===== src/verilog/pcuer_map.vh =====
// Register map, field layout and reset values of the error report block
`ifndef PCUER_MAP_VH
`define PCUER_MAP_VH

// Register byte offsets in the function's configuration space
`define PCUER_OFS_STATUS   12'h104
`define PCUER_OFS_MASK     12'h108
`define PCUER_OFS_SEVER    12'h10c
`define PCUER_OFS_CORSTAT  12'h110
`define PCUER_OFS_FIRST    12'h118
`define PCUER_OFS_IRQMASK  12'h11c

// Error bit positions
`define PCUER_BIT_TRAIN    0
`define PCUER_BIT_DLPROT   4
`define PCUER_BIT_POISON   12
`define PCUER_BIT_FCPROT   13
`define PCUER_BIT_CPLTO    14
`define PCUER_BIT_CPLABT   15
`define PCUER_BIT_UNXCPL   16
`define PCUER_BIT_RXOVF    17
`define PCUER_BIT_MALTLP   18
`define PCUER_BIT_ECRC     19
`define PCUER_BIT_UNSREQ   20

// Bits that exist; everything else ignores writes and reads zero, except severity bit 0, which reads one
`define PCUER_IMPL_BITS    32'h0017f010
// Errors that load the header log when they are the first one
`define PCUER_HDRLOG_BITS  32'h00179000

// Reset values
`define PCUER_RST_STATUS   32'h00000000
`define PCUER_RST_MASK     32'h00000000
`define PCUER_RST_SEVER    32'h00062011
`define PCUER_RST_IRQMASK  32'h00000000
`define PCUER_RST_FIRST    5'h00

// AHB-Lite encodings
`define PCUER_HSIZE_BYTE   3'h0
`define PCUER_HSIZE_HALF   3'h1
`define PCUER_HSIZE_WORD   3'h2

`endif


===== src/verilog/pcuer_top.v =====
// Uncorrectable error reporting registers with an AHB-Lite slave port
//
// The AHB-Lite interface to the registers was chosen for this implementation.
`timescale 1ns/100ps
`default_nettype none
`include "pcuer_map.vh"

// Contract
// - FC credit infinite-to-finite update sets bit 13
// - Poisoned payload sets bit 12, first loads log
// - Bad ACK/NAK sequence number sets bit 4
// - Writing one clears status, zero keeps it
// - Status bits survive reset, cleared only by software or power-on
// - Training status bit 0 reads zero always
// - Masked error sends no message to root
// - Masked errors still set their status bit
// - Mask bits read-write at implemented positions
// - Mask and severity survive reset
// - Severity one means fatal, zero nonfatal
// - Severity reads 0006_2011h after initialization
// - Mask and severity bits 19, 0 read-only
module pcuer_top #(
  parameter ADDR_W = 12
) (
  input  wire              CLK,
  input  wire              RST,
  input  wire              POR,
  input  wire              HSEL,
  input  wire [ADDR_W-1:0] HADDR,
  input  wire [1:0]        HTRANS,
  input  wire              HWRITE,
  input  wire [2:0]        HSIZE,
  input  wire [31:0]       HWDATA,
  input  wire              HREADY,
  output wire [31:0]       HRDATA,
  output wire              HREADYOUT,
  output wire              HRESP,
  input  wire              UNSREQ_ERR,
  input  wire              MALTLP_ERR,
  input  wire              RXOVF_ERR,
  input  wire              UNXCPL_ERR,
  input  wire              CPLABT_ERR,
  input  wire              CPLTO_ERR,
  input  wire              FCPROT_ERR,
  input  wire              POISON_ERR,
  input  wire              DLPROT_ERR,
  output wire              ERR_FATAL_REQ,
  output wire              ERR_NONFATAL_REQ,
  output wire              HDR_LOG_LOAD,
  output wire [4:0]        FIRST_ERR_PTR,
  output wire              IRQ
);

  // Register select codes. Correctable status has a code of its own so
  // that it decodes, but it lives outside this block and reads zero
  localparam [2:0] SEL_NONE  = 3'h0;
  localparam [2:0] SEL_STAT  = 3'h1;
  localparam [2:0] SEL_MASK  = 3'h2;
  localparam [2:0] SEL_SEV   = 3'h3;
  localparam [2:0] SEL_FIRST = 3'h4;
  localparam [2:0] SEL_IRQM  = 3'h5;
  localparam [2:0] SEL_CORR  = 3'h6;

  localparam [31:0] IMPL   = `PCUER_IMPL_BITS;
  localparam [31:0] HDRLOG = `PCUER_HDRLOG_BITS;
  localparam [31:0] SEVRST = `PCUER_RST_SEVER;

  // Severity positions with no error behind them show their reset value
  // for ever: those positions read their default and ignore writes
  localparam [31:0] SEVFIX = SEVRST & ~IMPL;

  // Address decode, shared by the read mux and the write strobes
  // Sub-word addresses select the word that holds them
  function [2:0] reg_sel;
    input [ADDR_W-1:0] a;
    reg   [11:0]       w;
    begin
      w = {a[11:2], 2'b00};
      if (w == `PCUER_OFS_STATUS) begin
        reg_sel = SEL_STAT;
      end else if (w == `PCUER_OFS_MASK) begin
        reg_sel = SEL_MASK;
      end else if (w == `PCUER_OFS_SEVER) begin
        reg_sel = SEL_SEV;
      end else if (w == `PCUER_OFS_FIRST) begin
        reg_sel = SEL_FIRST;
      end else if (w == `PCUER_OFS_IRQMASK) begin
        reg_sel = SEL_IRQM;
      end else if (w == `PCUER_OFS_CORSTAT) begin
        reg_sel = SEL_CORR;
      end else begin
        reg_sel = SEL_NONE;
      end
    end
  endfunction

  // Byte lanes touched by a write of the given size and low address
  // Reads always return the whole word, whatever the size
  function [31:0] lane_mask;
    input [2:0] sz;
    input [1:0] lo;
    begin
      if (sz == `PCUER_HSIZE_BYTE) begin
        lane_mask = 32'h000000ff << {lo, 3'b000};
      end else if (sz == `PCUER_HSIZE_HALF) begin
        lane_mask = 32'h0000ffff << {lo[1], 4'b0000};
      end else begin
        lane_mask = 32'hffffffff;
      end
    end
  endfunction

  // Lowest set bit index, used to record which error came first
  // The loop walks downwards so the lowest hit is the last one kept
  function [4:0] low_idx;
    input [31:0] v;
    integer      i;
    begin
      low_idx = 5'h00;
      for (i = 31; i >= 0; i = i - 1) begin
        if (v[i]) begin
          low_idx = i[4:0];
        end
      end
    end
  endfunction

  // Bus data-phase state
  // Address and size are kept here because the bus moves on
  reg              dp_wr_q;
  reg              dp_rd_q;
  reg [ADDR_W-1:0] dp_addr_q;
  reg [2:0]        dp_size_q;
  reg [31:0]       hrdata_q;

  // Block state not kept in the cells
  reg        fatal_q;
  reg        nonfatal_q;
  reg        hdrload_q;
  reg [4:0]  first_q;
  reg        first_vld_q;
  reg [31:0] irqmask_q;

  // Decode, strobe and per-bit error vectors
  wire        ap_take;
  wire [2:0]  dp_sel;
  wire [31:0] wr_lanes;
  wire [31:0] wbits;
  wire        wr_stat;
  wire        wr_mask;
  wire        wr_sev;
  wire        wr_irqm;
  wire [31:0] err_vec;
  wire [31:0] stat_vec;
  wire [31:0] mask_vec;
  wire [31:0] sev_vec;
  wire [31:0] rep_vec;
  wire        any_stat;
  wire        fatal_d;
  wire        nonfatal_d;
  wire        first_evt;
  reg  [31:0] rd_mux;

  // Detection pulses from the link and transaction layers
  assign err_vec = {11'h000,
                    UNSREQ_ERR,     // bit 20
                    1'b0,           // bit 19, no end-to-end CRC check
                    MALTLP_ERR,
                    RXOVF_ERR,
                    UNXCPL_ERR,
                    CPLABT_ERR,
                    CPLTO_ERR,
                    FCPROT_ERR,
                    POISON_ERR,
                    7'h00,
                    DLPROT_ERR,
                    3'h0,
                    1'b0};

  // Address phase is taken only when the bus is ready
  assign ap_take = HSEL & HTRANS[1] & HREADY;

  // Data-phase capture. Only a taken address phase arms a strobe, so
  // idle slots never write; the read flag drops after its one wait
  // cycle so that the next address phase can be taken
  always @(posedge CLK or posedge RST) begin
    if (RST) begin
      dp_wr_q   <= 1'b0;
      dp_rd_q   <= 1'b0;
      dp_addr_q <= {ADDR_W{1'b0}};
      dp_size_q <= 3'h0;
    end else begin
      if (HREADYOUT) begin
        dp_wr_q <= ap_take & HWRITE;
        dp_rd_q <= ap_take & ~HWRITE;
        if (ap_take) begin
          dp_addr_q <= HADDR;
          dp_size_q <= HSIZE;
        end
      end else begin
        dp_rd_q <= 1'b0;
      end
    end
  end

  // One wait state on reads so a write just before is always seen
  // Writes finish with no wait; every address answers OKAY, unmapped
  // ones with zero, so the error response is never used
  assign HREADYOUT = ~dp_rd_q;
  assign HRESP     = 1'b0;
  assign HRDATA    = hrdata_q;

  // Write strobes during the data phase
  // They act at the end of the data phase, where HWDATA stands
  assign dp_sel   = reg_sel(dp_addr_q);
  assign wr_lanes = lane_mask(dp_size_q, dp_addr_q[1:0]);
  assign wbits    = HWDATA & wr_lanes;
  assign wr_stat  = dp_wr_q & (dp_sel == SEL_STAT);
  assign wr_mask  = dp_wr_q & (dp_sel == SEL_MASK);
  assign wr_sev   = dp_wr_q & (dp_sel == SEL_SEV);
  assign wr_irqm  = dp_wr_q & (dp_sel == SEL_IRQM);

  // Sticky cells only where an error exists; other bits are constant
  // No flop sits at the other positions, so reserved and read-only
  // bits stay put whatever software writes there
  genvar g;
  generate
    for (g = 0; g < 32; g = g + 1) begin : g_bit
      if (IMPL[g]) begin : g_cell
        pcuer_err_cell #(
          .SEV_RST (SEVRST[g])
        ) u_cell (
          .clk     (CLK),
          .por     (POR),
          .evt     (err_vec[g]),
          .wr_stat (wr_stat & wr_lanes[g]),
          .wr_mask (wr_mask & wr_lanes[g]),
          .wr_sev  (wr_sev & wr_lanes[g]),
          .wbit    (HWDATA[g]),
          .stat_q  (stat_vec[g]),
          .mask_q  (mask_vec[g]),
          .sev_q   (sev_vec[g])
        );
      end else begin : g_none
        assign stat_vec[g] = 1'b0;
        assign mask_vec[g] = 1'b0;
        assign sev_vec[g]  = 1'b0;
      end
    end
  endgenerate

  // Errors that go to the root; masking gates the message, not the log
  // Several errors in one cycle share one message of each severity;
  // the root only learns that at least one of them happened
  assign rep_vec    = err_vec & ~mask_vec & IMPL;
  assign fatal_d    = |(rep_vec & sev_vec);
  assign nonfatal_d = |(rep_vec & ~sev_vec);

  // First error: none logged before and nothing captured yet
  // Errors landing together count as one; the lowest index is kept
  assign any_stat  = |(stat_vec & IMPL);
  assign first_evt = ~any_stat & ~first_vld_q & (|(err_vec & IMPL));

  // Message and header-log requests are one-cycle pulses
  // A detect input held high repeats its message every cycle, so the
  // sources must pulse once per event
  always @(posedge CLK or posedge RST) begin
    if (RST) begin
      fatal_q    <= 1'b0;
      nonfatal_q <= 1'b0;
      hdrload_q  <= 1'b0;
    end else begin
      fatal_q    <= fatal_d;
      nonfatal_q <= nonfatal_d;
      hdrload_q  <= first_evt & (|(err_vec & HDRLOG));
    end
  end

  // First-error pointer; rearms once software has cleared all status
  // Pointer and status both ignore the functional reset, so a log
  // taken before a reset still names its first error afterwards
  always @(posedge CLK or posedge POR) begin
    if (POR) begin
      first_q     <= `PCUER_RST_FIRST;
      first_vld_q <= 1'b0;
    end else begin
      if (first_evt) begin
        first_q     <= low_idx(err_vec & IMPL);
        first_vld_q <= 1'b1;
      end else if (~any_stat & first_vld_q & ~wr_stat) begin
        first_vld_q <= 1'b0;
      end
    end
  end

  // Interrupt mask is plain control and follows the functional reset
  // It is not sticky: after a functional reset every logged error
  // interrupts again until software masks it once more
  always @(posedge CLK or posedge RST) begin
    if (RST) begin
      irqmask_q <= `PCUER_RST_IRQMASK;
    end else if (wr_irqm) begin
      irqmask_q <= (irqmask_q & ~wr_lanes) | (wbits & IMPL);
    end
  end

  // Level interrupt while any logged error is not masked here
  assign IRQ = |(stat_vec & ~irqmask_q & IMPL);

  // Read mux; the correctable register is outside this block
  always @* begin
    rd_mux = 32'h00000000;
    case (dp_sel)
      SEL_STAT:  rd_mux = stat_vec & IMPL;
      SEL_MASK:  rd_mux = mask_vec & IMPL;
      SEL_SEV:   rd_mux = (sev_vec & IMPL) | SEVFIX;
      SEL_FIRST: rd_mux = {26'h0000000, first_vld_q, first_q};
      SEL_IRQM:  rd_mux = irqmask_q;
      default:   rd_mux = 32'h00000000;
    endcase
  end

  // Read data is registered in the wait cycle
  // Registering costs the wait state but keeps the mux off the bus path
  always @(posedge CLK or posedge RST) begin
    if (RST) begin
      hrdata_q <= 32'h00000000;
    end else if (dp_rd_q) begin
      hrdata_q <= rd_mux;
    end
  end

  // Requests, strobe and pointer all leave straight from flops
  assign ERR_FATAL_REQ    = fatal_q;
  assign ERR_NONFATAL_REQ = nonfatal_q;
  assign HDR_LOG_LOAD     = hdrload_q;
  assign FIRST_ERR_PTR    = first_q;

endmodule

`default_nettype wire


===== src/verilog/pcuer_err_cell.v =====
// One implemented error bit: sticky status, mask and severity flops
`timescale 1ns/100ps
`default_nettype none

module pcuer_err_cell #(
  parameter SEV_RST = 1'b0
) (
  input  wire clk,
  input  wire por,
  input  wire evt,
  input  wire wr_stat,
  input  wire wr_mask,
  input  wire wr_sev,
  input  wire wbit,
  output reg  stat_q,
  output reg  mask_q,
  output reg  sev_q
);

  wire stat_d;

  // Set wins over a same-cycle clear so no error is lost
  assign stat_d = (stat_q & ~(wr_stat & wbit)) | evt;

  // Only power-on resets these; the functional reset leaves them alone
  always @(posedge clk or posedge por) begin
    if (por) begin
      stat_q <= 1'b0;
      mask_q <= 1'b0;
      sev_q  <= SEV_RST;
    end else begin
      stat_q <= stat_d;
      if (wr_mask) begin
        mask_q <= wbit;
      end
      if (wr_sev) begin
        sev_q <= wbit;
      end
    end
  end

endmodule

`default_nettype wire


===== config.mk =====
export PLATFORM = sky130hd
export DESIGN_NAME = pcuer_top
export DESIGN_NICKNAME = d
export VERILOG_FILES = /design/src/verilog/pcuer_top.v /design/src/verilog/pcuer_err_cell.v
export VERILOG_INCLUDE_DIRS = /design/src /design/src/verilog
export SDC_FILE = /design/constraint.sdc
export NUM_CORES = 1
export LEC_CHECK = 0
export ABC_AREA = 0
export BUFFER_PORTS_ARGS = -buffer_cell sky130_fd_sc_hd__clkbuf_2
export CORE_ASPECT_RATIO = 1.75
export CORE_MARGIN = 1.5
export CORE_UTILIZATION = 50
export CTS_CLUSTER_SIZE = 8
export DETAILED_ROUTE_END_ITERATION = 8
export GPL_TIMING_DRIVEN = 1
export PLACE_DENSITY = 0.74
export SLEW_MARGIN = 5
export SYNTH_ARGS = -nofsm -noshare
export SYNTH_HDL_FRONTEND = slang
export SYNTH_SLANG_ARGS = --single-unit

===== constraint.sdc =====
create_clock -name CLK -period 5.32 [get_ports CLK]
set_input_delay 0.532 -clock CLK [delete_from_list [all_inputs] [get_ports CLK]]
set_output_delay 0.532 -clock CLK [all_outputs]
set_load 0.02 [all_outputs]

======== Word level (Yosys, flattened, before mapping) ========
Index checks and enable logic that the tools add are counted.
storage, ports and cells
  flip-flop bits (word level) ............. 117
  input bits .............................. 64
  output and inout port bits .............. 43
  logic and storage cells ................. 174
operators by class
  equality and inequality tests ........... 12
  shifts and indexed selects .............. 2
  multiplexer cells ....................... 21
  bitwise gates (word level) .............. 92
  reductions and logical operators ........ 9
operator list
  kind                     count
  $pmux W32 S5             1
  $and A21 B21 Y21         4
  $mux W32                 2
  $reduce_or A32 Y1        2
  $eq A10 B7 Y1 const B    6
  $and A1 B1 Y1            58
  $mux W5                  9
  $not A21 Y21             2
  $and A21 B32 Y32         1
  $and A32 B32 Y32         1
  $not A21 Y32             1
  $not A32 Y32             1
  $or A32 B21 Y32          1
  $shl A16 B5 Y32 const A  1
  $shl A8 B5 Y32 const A   1
  $reduce_or A9 Y1         3
  $mux W3                  6
  $not A1 Y1               14
  $or A1 B1 Y1             9
  $eq A3 B1 Y1 const B     2
  $eq A3 B2 Y1 const B     2
  $eq A3 B3 Y1 const B     2
  $reduce_or A6 Y1         1
  $logic_not A3 Y1         1
  3 further kinds          5

======== Logic depth before layout (Yosys ltp) ========
  word-level depth ........................ 14
  gate-level depth with buffers ........... 6
  mapped depth without buffers ............ 4

======== Hierarchy ========
Synthesis repeated with hierarchy kept, for this count alone.
unflattened totals
  cell total of the unflattened synthesis .. 416
  area total of the unflattened synthesis .. 5166.2 um^2
by module, submodules not included
  module                                        times used  cells an instance  area an instance (um^2)
  pcuer_top                                     1           344                4113.9
  pcuer_err_cell (g_bit[12].g_cell.u_cell ...)  5           8                  116.4
  pcuer_err_cell (g_bit[13].g_cell.u_cell ...)  4           8                  117.6

======== Worst setup path before layout ========
Ideal clock, no wire load.
  path type ............................... register -> register
  start ................................... register dp_addr_q[6]
  end ..................................... register with a tool-made name
  setup time .............................. 0.125 ns
  data arrival time ....................... 1.708 ns
  data required time ...................... 5.195 ns
  setup slack ............................. 3.487 ns
  cell stages (with the launch flop) ...... 5
  clock period less this slack ............ 1.833 ns
  cells stage by stage .................... dfrtp_1 > nor4b_4 > nand4_2 > nor3_2 > mux2_2
RTL lines
  element                 RTL line         RTL
  start, declared         pcuer_top.v:132  reg [ADDR_W-1:0] dp_addr_q;
  start signal, assigned  pcuer_top.v:190  dp_addr_q <= {ADDR_W{1'b0}};

======== Worst setup path in the final report ========
  start ................................... register dp_addr_q[2]
  end ..................................... register g_bit[13].g_cell.u_cell.stat_q
on the way
  word-level cells in the longest chain between the ends .. 14
ends and longest elaborated chain
  element                                   RTL line             RTL
  $eq A10 B7 Y1 (no source line)            n/a
  $mux W3                                   pcuer_top.v:89       end else if (w == `PCUER_OFS_CORSTAT) begin
  $mux W3                                   pcuer_top.v:87       end else if (w == `PCUER_OFS_IRQMASK) begin
  $mux W3                                   pcuer_top.v:85       end else if (w == `PCUER_OFS_FIRST) begin
  $mux W3                                   pcuer_top.v:83       end else if (w == `PCUER_OFS_SEVER) begin
  $mux W3                                   pcuer_top.v:81       end else if (w == `PCUER_OFS_MASK) begin
  $mux W3 *                                 pcuer_top.v:79       if (w == `PCUER_OFS_STATUS) begin
  $eq A3 B1 Y1 *                            pcuer_top.v:218      assign wr_stat = dp_wr_q & (dp_sel == SEL_STAT);
  $and A1 B1 Y1 *                           pcuer_top.v:218
  $and A1 B1 Y1 *                           pcuer_top.v:236      .wr_stat (wr_stat & wr_lanes[g]),
  $and A1 B1 Y1 *                           pcuer_err_cell.v:23  assign stat_d = (stat_q & ~(wr_stat & wbit)) | evt;
  $not A1 Y1 *                              pcuer_err_cell.v:23
  $and A1 B1 Y1 *                           pcuer_err_cell.v:23
  $or A1 B1 Y1 *                            pcuer_err_cell.v:23
  named net g_bit[13].g_cell.u_cell.stat_d  pcuer_err_cell.v:20  wire stat_d;
  end signal, assigned                      pcuer_err_cell.v:32  stat_q <= stat_d;
  end, declared                             pcuer_err_cell.v:15  output reg stat_q,
Mark *: on every way through the listed nets, which the timed path passes. The rest lies on a longest branch.
A chain may end at the register's enable or synchronous reset.

==> metrics <==
run status=complete, no violations; summed area of non-filler cells in the final layout=0.00624 mm2; post-CTS repair timing setup buffer count=0; leakage component of the power=3.01 nW; worst setup path class=register to register; startpoint of the worst register-to-register path=dp_addr_q[2]$_DFFE_PP0P_; count of warnings emitted by yosys=0; Clock Root Buffer=clkbuf_16; Final setup viols=0; TritonCTS clock tree=done; final period demand of the worst path=2.44 ns; prevailing post-synth register cell=dfrtp_1; share of cells above drive strength 1=35.2%; leading cell types by count after synthesis=113 x dfrtp_1, 42 x mux2_2, 19 x inv_1, 18 x a22o_1, 17 x nand3_1; max-slew headroom at the worst pin=30.2%; maximum clock skew at final layout=0.00598 ns; cell with the largest stage delay on the worst path=nor3b_2; Avg Cell Area, Syn=12.5 um2; number of CTS-inserted buffers=17; number of nets with antenna violations after detailed routing=0; drt total wl=11700 um; Mapped Area=0.00508 mm2; placeable core region=0.00985 mm2; type of element launching the critical path=register; iteration count of the initial detailed-routing pass=4; area of placed instances=0.00560 mm2; maximum number of pins on one net before global-route repair=85; routed via count divided by cell count=5.79; full die area=0.0108 mm2; EDFF count, synth=0; TritonCTS Sinks=117; worst-case register-to-register setup slack=2.88 ns; Clock H-tree levels=4; Synth async-reset ratio=100%; setup repair after global routing missed its margin=false; average routed wire per standard cell=18.5 um; via count of the routed design=3650; critical path endpoint category=register; remaining design rule violation count=0; starting density of the core=51.6%; maximum fanout count along the critical path=29; total number of nets in the final design=556; biggest area consumer among synthesized cells=dfrtp_1; Layout area overhead=22.8%; number of gates resized after cts=0; power density cells=378 mW/mm2; setup TNS=0 ns; number of synthesized register bits=117; aggregate global routing overflow=0; number of max-cap violations=0; Tightest Pin Transition=1.05 ns; start point of the critical path=dp_addr_q[2]$_DFFE_PP0P_; die width=79.2 um; cells on worst reg2reg path=5; DP Worst Slack=2.98 ns; maximum count of clock buffers along a single path=2; global-route total usage across every layer=23.2%; number of antenna violations at the first check in global routing=0; class of the worst hold path=primary input to asynchronous set/reset pin; Top-Level Pins=107; largest stage delay on the critical path=0.63 ns; gate count of the mapped netlist=405; worst skew pair latency=0.41 ns; final period utilization=45.9%; post-synth cell types=54; antenna diode instance count=0; port buffer count=81; cell types with the largest area share after synthesis=dfrtp_1 56%, mux2_2 9.3%, a22o_1 3.1%; Final GP Congestion=0.921; post-synthesis net count=469; buffers plus inverters on the worst setup path=1; WP data arrival=2.74 ns; capture point of the worst reg-to-reg path=g_bit[13].g_cell.u_cell.stat_q$_DFF_PP0_; post-DP HPWL=8270 um; Max Clock Freq=410 MHz; library cell with the highest instance count after synthesis=dfrtp_1; clk slew on worst S/H paths=0.05 ns; global-route wire length before repair=18400 um; post-synthesis sequential area ratio=57.7%; via count of the first global-routing pass=3658; post-route worst setup slack=2.88 ns; max-slew violation count=0; num rows=48; first-iteration detailed-routing DRC count=238; Top Family by Delay on Critical Path=simple AND/OR/NAND/NOR gates; largest voltage drop on the vdd net=0.254 mV; Critical Path, Cell by Cell=buf_4 > nor3b_2 > and4_1 > nand3_1 > a21o_1; WP data required=5.62 ns; hold violation count in the final report=0; Synth top area share=55.7%; utilization after layout=63.3%; Post-CTS Hold Fix Bufs=0; die outline height=136 um
[cell type report]
cell class / instances / area [um2]
Fill cell: 804 / 3610
Sequential cell: 117 / 2930
Multi-Input combinational cell: 251 / 2000
Timing Repair Buffer: 85 / 435
Clock buffer: 17 / 425
Clock inverter: 15 / 211
Tap cell: 125 / 156
Inverter: 20 / 76.3
[state kept, by name, summed over array words and instances (netlist names), named ones only]
name	flops
FIRST_ERR_PTR	5
g_bit.g_cell.u_cell.stat_q	9
HRDATA	32
irqmask_q	23
ERR_NONFATAL_REQ	1
HDR_LOG_LOAD	1
g_bit.g_cell.u_cell.sev_q	9
dp_rd_q	1
ERR_FATAL_REQ	1
dp_wr_q	1
g_bit.g_cell.u_cell.mask_q	9
dp_size_q	3
first_vld_q	1
dp_addr_q	12
[report_power, final]
part	leakage (nW)	switching, W	internal [W]
sequential	1.52	0.0000374	0.000918
clock	0.308	0.000398	0.000824
combinational	1.19	0.000109	0.0000713
total	3.01	0.000544	0.00181
[worst max path at each step]
stage / end / slack, ns / depth (start not counted)
floorplan: ERR_FATAL_REQ$_DFF_PP0_ / 2.62 / 1
global placement: g_bit[4].g_cell.u_cell.stat_q$_DFF_PP0_ / 2.98 / 5
detailed placement: register / 2.98 / 3
CTS: g_bit[13].g_cell.u_cell.stat_q$_DFF_PP0_ / 2.90 / 5
global route: dp_addr_q[9]$_DFFE_PP0P_ / 2.77 / 4
finish: g_bit[13].g_cell.u_cell.stat_q$_DFF_PP0_ / 2.88 / 5
[tightest hold or removal path, delay by kind of cell]
| kind | cells | cell delay [ns] |
|---|---|---|
| buf+inv | 3 | 0.50 |
[layout by cell type, fill, tap and decap left out, types with 5 or more instances in the layout]
master	n
dfrtp_1	113
clkbuf_2	81
mux2_2	42
a22o_1	18
inv_1	18
nand3_1	17
clkbuf_16	17
and2_1	16
o2bb2ai_1	15
mux2i_1	13
nor2b_1	12
o21ai_0	12
nor2_1	10
a21o_1	9
a22oi_1	8
nand3b_1	7
clkinv_2	7
nor3_1	6
nand2_1	6
nand4_1	5
nor3b_1	5
bufinv_16	5
[logic make-up after synthesis]
logic type	Yosys count	synth area share (%)
compound gates	84	12.6
buf+inv	37	2.93
flops	117	57.7
mux	58	12.9
other cells	1	0.0738
simple gates	108	13.8
[routing by layer]
metal,track usage (%),vias to the layer above,part of all wire (%)
met5,0,-,0
met4,10.5,0,3.2
met3,6.24,29,4.4
met2,40.1,121,53
met1,26.5,1839,40
li1,-,1661,-
[metrics by stage]
step | std cells | total power [W] | hold WS, ns
after global placement | 598 | 0.00114 | 0.467
final | 630 | 0.00236 | 0.185
after floorplan | 405 | 0.00108 | 0.448
after detailed placement | 598 | 0.00115 | 0.465
after global routing | 630 | 0.00244 | 0.213
after CTS | 630 | 0.00237 | 0.193
No activity file was read; power rests on OpenSTA's default activity.
